--- src/common/sink_driver_pkg.sv ---
// Purpose: shared constants for the serial-in latched sink driver
// Assumes: one core clock at 100 MHz, all device pins sampled on it
// Notes:   widths and depths are fixed

package sink_driver_pkg;

  // ****************************************
  // widths and depths
  // ****************************************
  localparam int STAGE_COUNT = 8;
  localparam int FIFO_DEPTH  = 8;
  localparam int SYNC_DEPTH  = 2;

  // ****************************************
  // reset values
  // ****************************************
  localparam logic [STAGE_COUNT-1:0] STAGES_RESET = 8'h00;
  localparam logic [STAGE_COUNT-1:0] SINK_OFF     = 8'h00;
  localparam logic [SYNC_DEPTH-1:0]  SYNC_LOW     = 2'h0;
  localparam logic [SYNC_DEPTH-1:0]  SYNC_HIGH    = 2'h3;
  localparam logic                   SERIAL_RESET = 1'h0;

  // ****************************************
  // timing
  // ****************************************
  localparam int CORE_CLK_MHZ        = 100;
  localparam int SHIFT_CLK_MAX_MHZ   = 10;
  localparam int SHIFT_MIN_PERIOD_CYC = CORE_CLK_MHZ / SHIFT_CLK_MAX_MHZ;

  typedef logic [STAGE_COUNT-1:0] stages_type;

endpackage : sink_driver_pkg

--- src/common/word_stream_if.sv ---
// Purpose: valid/ready word stream between the driver and its fifo
// Assumes: single clock domain
// Notes:   word moves when valid and ready are both high
`timescale 1ns/100ps

interface word_stream_if;
  import sink_driver_pkg::*;

  logic       pushValid;
  logic       pushReady;
  stages_type pushData;
  logic       popValid;
  logic       popReady;
  stages_type popData;
  logic       flush;

  modport owner (
    output pushValid,
    input  pushReady,
    output pushData,
    input  popValid,
    output popReady,
    input  popData,
    output flush
  );

  modport buffer (
    input  pushValid,
    output pushReady,
    input  pushData,
    output popValid,
    input  popReady,
    output popData,
    input  flush
  );

endinterface : word_stream_if

--- src/logic/word_fifo.sv ---
// Purpose: small fifo holding latched words on their way to storage
// Assumes: flush empties it in one cycle
// Notes:   head word is held in a register; total capacity DEPTH + 1
`timescale 1ns/100ps

module word_fifo #(
  parameter int WIDTH = 8,
  parameter int DEPTH = 8
) (
  input wire logic    core_clk,
  input wire logic    rst_b,
  word_stream_if.buffer port
);

  localparam int PTR_W = $clog2(DEPTH);

  logic [WIDTH-1:0] mem [DEPTH];
  logic [PTR_W-1:0] wrPtr_q;
  logic [PTR_W-1:0] rdPtr_q;
  logic [PTR_W:0]   count_q;
  logic [WIDTH-1:0] head_q;
  logic             headValid_q;

  wire memFull  = (count_q == (PTR_W+1)'(DEPTH));
  wire memEmpty = (count_q == '0);
  wire doPush   = port.pushValid && !memFull;
  wire doLoad   = !memEmpty && (!headValid_q || port.popReady);
  wire doDrop   = headValid_q && port.popReady && memEmpty;

  assign port.pushReady = !memFull;
  assign port.popValid  = headValid_q;
  assign port.popData   = head_q;

  // ****************************************
  // storage array
  // ****************************************
  always_ff @(posedge core_clk) begin
    if (doPush) begin
      mem[wrPtr_q] <= port.pushData[WIDTH-1:0];
    end
  end

  // ****************************************
  // pointers and head register
  // ****************************************
  always_ff @(posedge core_clk or negedge rst_b) begin
    if (!rst_b) begin
      wrPtr_q     <= '0;
      rdPtr_q     <= '0;
      count_q     <= '0;
      head_q      <= '0;
      headValid_q <= 1'b0;
    end else if (port.flush) begin
      wrPtr_q     <= '0;
      rdPtr_q     <= '0;
      count_q     <= '0;
      head_q      <= '0;
      headValid_q <= 1'b0;
    end else begin
      if (doPush) begin
        wrPtr_q <= (wrPtr_q == PTR_W'(DEPTH-1)) ? '0 : wrPtr_q + 1'b1;
      end
      if (doLoad) begin
        rdPtr_q     <= (rdPtr_q == PTR_W'(DEPTH-1)) ? '0 : rdPtr_q + 1'b1;
        head_q      <= mem[rdPtr_q];
        headValid_q <= 1'b1;
      end else if (doDrop) begin
        headValid_q <= 1'b0;
      end
      count_q <= count_q + (PTR_W+1)'(doPush) - (PTR_W+1)'(doLoad);
    end
  end

endmodule : word_fifo

--- src/logic/serial_sink_driver.sv ---
// Purpose: serial-in shift register, storage latch and eight gated sink outputs
// Assumes: all pins are asynchronous to core_clk and pass two flip-flops
// Notes:   pin edges are seen two to three core cycles late
`timescale 1ns/100ps

// What this block does
// - eight-stage shift register takes serial_in on each shift_clock rise
// - latch_clock rise captures all eight stages; storage takes them once latch_clock is low again
// - clear_n low forces shift stages and storage to zero
// - storage reaches outputs only while clear_n high; cleared data otherwise
// - output enable high holds all sink outputs off
// - output enable low lets outputs follow storage without further clocking
// - sink bit one sinks current, zero is off
// - serial_out updates on shift_clock falling edge
module serial_sink_driver (
  input  wire logic                    core_clk,
  input  wire logic                    rst_b,
  input  wire logic                    shift_clock,
  input  wire logic                    latch_clock,
  input  wire logic                    clear_n,
  input  wire logic                    serial_in,
  input  wire logic                    outEnable_n,
  output logic                         serial_out,
  output sink_driver_pkg::stages_type  sinkOutput,
  output logic                         latchReady
);
  import sink_driver_pkg::*;

  // ****************************************
  // pin synchronisers
  // ****************************************
  logic [SYNC_DEPTH-1:0] shiftSync_q;
  logic [SYNC_DEPTH-1:0] latchSync_q;
  logic [SYNC_DEPTH-1:0] clearSync_q;
  logic [SYNC_DEPTH-1:0] dataSync_q;
  logic [SYNC_DEPTH-1:0] oeSync_q;
  logic                  shiftPrev_q;
  logic                  latchPrev_q;

  always_ff @(posedge core_clk or negedge rst_b) begin
    if (!rst_b) begin
      shiftSync_q <= SYNC_LOW;
      latchSync_q <= SYNC_LOW;
      clearSync_q <= SYNC_LOW;
      dataSync_q  <= SYNC_LOW;
      oeSync_q    <= SYNC_HIGH;
      shiftPrev_q <= 1'b0;
      latchPrev_q <= 1'b0;
    end else begin
      shiftSync_q <= {shiftSync_q[0], shift_clock};
      latchSync_q <= {latchSync_q[0], latch_clock};
      clearSync_q <= {clearSync_q[0], clear_n};
      dataSync_q  <= {dataSync_q[0], serial_in};
      oeSync_q    <= {oeSync_q[0], outEnable_n};
      shiftPrev_q <= shiftSync_q[1];
      latchPrev_q <= latchSync_q[1];
    end
  end

  wire shiftLvl  = shiftSync_q[1];
  wire latchLvl  = latchSync_q[1];
  wire clearLvl  = clearSync_q[1];
  wire dataLvl   = dataSync_q[1];
  wire oeOffLvl  = oeSync_q[1];
  wire shiftRise = shiftLvl && !shiftPrev_q;
  wire shiftFall = !shiftLvl && shiftPrev_q;
  wire latchRise = latchLvl && !latchPrev_q;

  // ****************************************
  // shift register
  // ****************************************
  stages_type shiftReg_q;
  stages_type shiftReg_d;

  assign shiftReg_d = {shiftReg_q[STAGE_COUNT-2:0], dataLvl};

  always_ff @(posedge core_clk or negedge rst_b) begin
    if (!rst_b) begin
      shiftReg_q <= STAGES_RESET;
    end else if (!clearLvl) begin
      shiftReg_q <= STAGES_RESET;
    end else if (shiftRise) begin
      shiftReg_q <= shiftReg_d;
    end
  end

  // ****************************************
  // serial output on falling edge
  // ****************************************
  logic serialOut_q;

  always_ff @(posedge core_clk or negedge rst_b) begin
    if (!rst_b) begin
      serialOut_q <= SERIAL_RESET;
    end else if (!clearLvl) begin
      serialOut_q <= SERIAL_RESET;
    end else if (shiftFall) begin
      serialOut_q <= shiftReg_q[STAGE_COUNT-1];
    end
  end

  assign serial_out = serialOut_q;

  // ****************************************
  // latch path through fifo
  // ****************************************
  word_stream_if stream ();

  assign stream.pushValid = latchRise && clearLvl;
  assign stream.pushData  = shiftReg_q;
  assign stream.popReady  = !latchLvl;
  assign stream.flush     = !clearLvl;

  word_fifo #(
    .WIDTH (STAGE_COUNT),
    .DEPTH (FIFO_DEPTH)
  ) u_fifo (
    .core_clk (core_clk),
    .rst_b    (rst_b),
    .port     (stream)
  );

  logic latchReady_q;

  always_ff @(posedge core_clk or negedge rst_b) begin
    if (!rst_b) begin
      latchReady_q <= 1'b0;
    end else begin
      latchReady_q <= stream.pushReady;
    end
  end

  assign latchReady = latchReady_q;

  // ****************************************
  // storage register
  // ****************************************
  stages_type storage_q;
  wire        storeWord = stream.popValid && stream.popReady;

  always_ff @(posedge core_clk or negedge rst_b) begin
    if (!rst_b) begin
      storage_q <= STAGES_RESET;
    end else if (!clearLvl) begin
      storage_q <= STAGES_RESET;
    end else if (storeWord) begin
      storage_q <= stream.popData;
    end
  end

  // ****************************************
  // output buffer and sinks
  // ****************************************
  stages_type sink_q;
  stages_type sink_d;
  stages_type bufferData;

  assign bufferData = clearLvl ? storage_q : STAGES_RESET;
  assign sink_d     = oeOffLvl ? SINK_OFF : bufferData;

  always_ff @(posedge core_clk or negedge rst_b) begin
    if (!rst_b) begin
      sink_q <= SINK_OFF;
    end else begin
      sink_q <= sink_d;
    end
  end

  assign sinkOutput = sink_q;
endmodule : serial_sink_driver

--- config.mk ---
export PLATFORM = sky130hd
export DESIGN_NAME = serial_sink_driver
export DESIGN_NICKNAME = d
export VERILOG_FILES = /design/src/common/sink_driver_pkg.sv /design/src/common/word_stream_if.sv /design/src/logic/word_fifo.sv /design/src/logic/serial_sink_driver.sv
export SDC_FILE = /design/constraint.sdc
export NUM_CORES = 1
export LEC_CHECK = 0
export BUFFER_PORTS_ARGS = -buffer_cell sky130_fd_sc_hd__buf_2
export CORE_UTILIZATION = 45
export CTS_CLUSTER_DIAMETER = 200
export DETAILED_ROUTE_END_ITERATION = 7
export MAX_ROUTING_LAYER = met4
export SLEW_MARGIN = 30
export SYNTH_ARGS = -nofsm -noshare
export SYNTH_HDL_FRONTEND = slang
export SYNTH_SLANG_ARGS = --single-unit
export TNS_END_PERCENT = 1
--- constraint.sdc ---
create_clock -name core_clk -period 2.3 [get_ports core_clk]
set_input_delay 0.23 -clock core_clk [delete_from_list [all_inputs] [get_ports core_clk]]
set_output_delay 0.23 -clock core_clk [all_outputs]
set_load 0.005 [all_outputs]
==> qor.yml <==
yosys:
  netlist_area_um2: 4720
  synth.area.top_cells: "edfxtp_1, dfrtp_1, mux4_2, mux2i_1, nor2b_1"
  synth-simple-area-share_pct: 7.58
  syn_inst: 280
  ys_seq_area_share_pct: 70.9
  synthXorXnorAreaFrac_pct: 0.371
  syn_nets: 297
  synth_top_family_by_area: "multiplexers"
  syn_avg_cell_area_um2: 16.9
  synth-seq-cells: 121
  synth_top_cell_area_share_pct: 40.7
  muxShareOfSynthArea_pct: 13.1
  synth_adder_area_share_pct: 2.81
  synth_area_leader_cell: "edfxtp_1"
  synth_compound_area_share_pct: 3.18
  synth_edf_count: 64
  ys_warn_count: 0
  synth_top_flop_cell: "edfxtp_1"
  async_reset_ff_share_pct: 47.1
  ys_types: 31
die:
  die_w_um: 104
  coreArea_um2: 10200
  die_h_um: 104
  fp.dieArea_um2: 10900
  pin_count: 17
  start_util_pct: 46.2
  rows: 37
drt:
  postRouteAntennaNets: 0
  drt-total-wl_um: 7440
  vias: 2286
  vias_per_cell: 4.91
  first_iter_violations: 135
  drc_errors: 0
  dr.pass1.iters: 4
  wl_per_cell_um: 16.0
clocking:
  cts_sinks: 121
  post_cts_buffers: 0
  clk_latency_ns: 0.50
  clockBufferDepth: 2
  clk_pin_slew_worst_paths_ns: 0.06
  cts_root_buf: "clkbuf_8"
  cts_tree: "built"
  cts_buffers: 17
  htreeDepth: 4
power:
  p_seq_share_pct: 42.0
  p_sw_mw: 1.55
  p_leak_nw: 2.19
  irDropWorstVdd_uv: 469
  powerDensity_nw_per_um2: 1110
  combPwrFrac_pct: 17.3
  power_frac_clock_pct: 40.6
  p_int_mw: 4.67
  switching_share_pct: 25.0
grt:
  grt_pass1_vias: 2425
  grt_start_max_net_pins: 38
  grt.total_usage_pct: 16.3
  grt_pass1_wl_um: 12800
  gr-total-overflow: 0
  grt_antenna_before_repair: 0
cells_and_area:
  layout-drive-gt1-share_pct: 23.6
  final_nets: 334
  num-fill-cells: 823
  final_util_pct: 54.9
  area_growth_pct: 18.9
  antenna_cells: 0
  stdcell_count: 466
timing:
  maxSlewHeadroom_pct: 46.6
  setup_viol: 0
  tightest_slew_ns: 0.801
  max_freq_mhz: 451
  fin_crit_sh_pct: 96.4
  grt_setup_unrepaired: "yes"
  period_needed_ns: 2.22
  setup_ws_ns: 0.0826
  fin_skew_ns: 0.00791
  timing.final.hold_violations: 0
  slew_violations: 0
critical_path:
  worst-setup-path-type: "reg2reg"
  cp_max_fo: 4
  startpoint_type: "flip-flop"
  critPathCaptureType: "flip-flop"
  cp_data_required_time_ns: 2.69
  cp_data_arrival_time_ns: 2.61
min_path:
  hold_class: "in2async"
place:
  place_hpwl_um: 4770
  port_buffers: 16
  pre_cts_ws_ns: -0.0317
  placed_cells: 428
  routabilityCongestion: 0.731
outcome:
  status: "completed"
flow_run:
  maxCapViolations: 0
-- flip-flops by register name, indices dropped and copies added, names as in the netlist, 3 cells and up --
| name | count |
|---|---|
| sinkOutput | 8 |
| shiftReg_q | 8 |
| storage_q | 8 |
| u_fifo.rdPtr_q | 3 |
| u_fifo.wrPtr_q | 3 |
| u_fifo.count_q | 4 |
| u_fifo.mem | 64 |
| u_fifo.port.popData | 8 |
-- path summary, 6_finish.rpt --
path | depth (start not counted) | end | from | slack [ns]
hold reg to reg | 0 | latchSync_q[1]$_DFF_PN0_ | latchSync_q[0]$_DFF_PN0_ | 0.35
min in group core_clk | 0 | latchSync_q[1]$_DFF_PN0_ | latchSync_q[0]$_DFF_PN0_ | 0.35
setup / recovery | 8 | u_fifo.count_q[2]$_DFF_PN0_ | u_fifo.count_q[2]$_DFF_PN0_ | 0.08
hold / removal | 2 | u_fifo.count_q[1]$_DFF_PN0_ | rst_b | 0.28
setup reg to reg | 8 | u_fifo.count_q[2]$_DFF_PN0_ | u_fifo.count_q[2]$_DFF_PN0_ | 0.08
max in group asynchronous | 3 | shiftReg_q[5]$_DFFE_PN0P_ | rst_b | 1.44
-- layout make-up --
type | count | area, µm² | area share (%)
inverter | 3 | 11.3 | 0.201
clock buffer | 21 | 439 | 7.82
multi-input combinational | 143 | 1290 | 23.1
tap | 136 | 170 | 3.03
timing repair buffer | 31 | 220 | 3.92
sequential | 121 | 3350 | 59.7
clock inverter | 11 | 128 | 2.27
-- critical path, cell delays in order (launching register included) --
cell     delay [ns]
dfrtp_1        0.38
inv_2          0.07
ha_1           0.15
or3b_4         0.38
and4b_2        0.27
ha_2           0.20
fa_2           0.34
xor2_1         0.16
and2_1         0.16
-- per-stage QoR --
step / TNS, ns / instance area (µm²) / total power, mW / hold WS (ns)
after floorplan: 0 / 4720 / 3.48 / -0.0656
after global placement: 0 / 4970 / 3.70 / 0.290
after detailed placement: -0.0317 / 4970 / 3.72 / 0.288
after CTS: 0 / 5600 / 6.28 / 0.279
after global routing: -1.03 / 5610 / 6.53 / 0.339
final: 0 / 5610 / 6.22 / 0.276
-- power groups by stage --
stage	combinational (mW)	sequential (mW)	clock, mW
final	1.08	2.61	2.53
after global routing	1.23	2.64	2.67
after CTS	1.10	2.61	2.58
after detailed placement	1.08	2.65	0
after global placement	1.05	2.65	0
after floorplan	0.922	2.56	0
-- layout by cell type, fill, tap and decap left out, types with 2 or more instances in the layout --
cell and count:
clkinv_1 4, nand2b_1 4, dfstp_2 2, nand2_1 12
mux2i_1 26, a21o_1 2, dlygate4sd3_1 6, xor2_1 2
buf_4 8, nor2_2 2, nor2_1 4, o21ai_0 9
nor2b_1 21, clkbuf_1 3, clkinv_2 3, and2_1 12
dfrtp_1 55, nor3_1 2, clkbuf_16 16, buf_2 16
edfxtp_1 64, a21oi_1 9, bufinv_16 3, mux4_2 16
ha_1 8, a21boi_0 4, clkbuf_8 2, inv_1 2
-- synthesized netlist by cell type, drive strengths merged (2+ instances only) --
cell type   n
mux2i      26
a21o        2
dfstp       2
a21oi      10
nor3        2
clkbuf      4
nand2b      5
ha          9
nor2        6
mux4       16
xor2        2
and2       12
o21ai       9
nor2b      21
a21boi      4
nand2      12
dfrtp      55
inv         3
edfxtp     64
buf         9
-- per-layer routing --
metal / part of all wire, % / GRT usage [%] / routed length [µm]
met1: 49 / 21.4 / 3670
met2: 47 / 23.5 / 3480
met3: 2.8 / 4.32 / 206
met4: 1.2 / 8.27 / 90
met5: 0 / - / 0
-- repair_timing --
item / 4_1_cts / 5_1_grt
hold endpoints to repair: 30 / 0
setup endpoints to repair: 1 / 35
hold buffers: 6 / 0
gates resized for setup: 3 / 4
-- logic make-up (layout without fill, tap and decap cells) --
logic type	count (synthesis)	after routing
fa+ha+maj	10	10
mux	42	42
xor+xnor	2	2
compound gates	26	26
buf+inv	16	66
simple gates	63	63
flops	121	121
(Power assumes the default switching activity.)
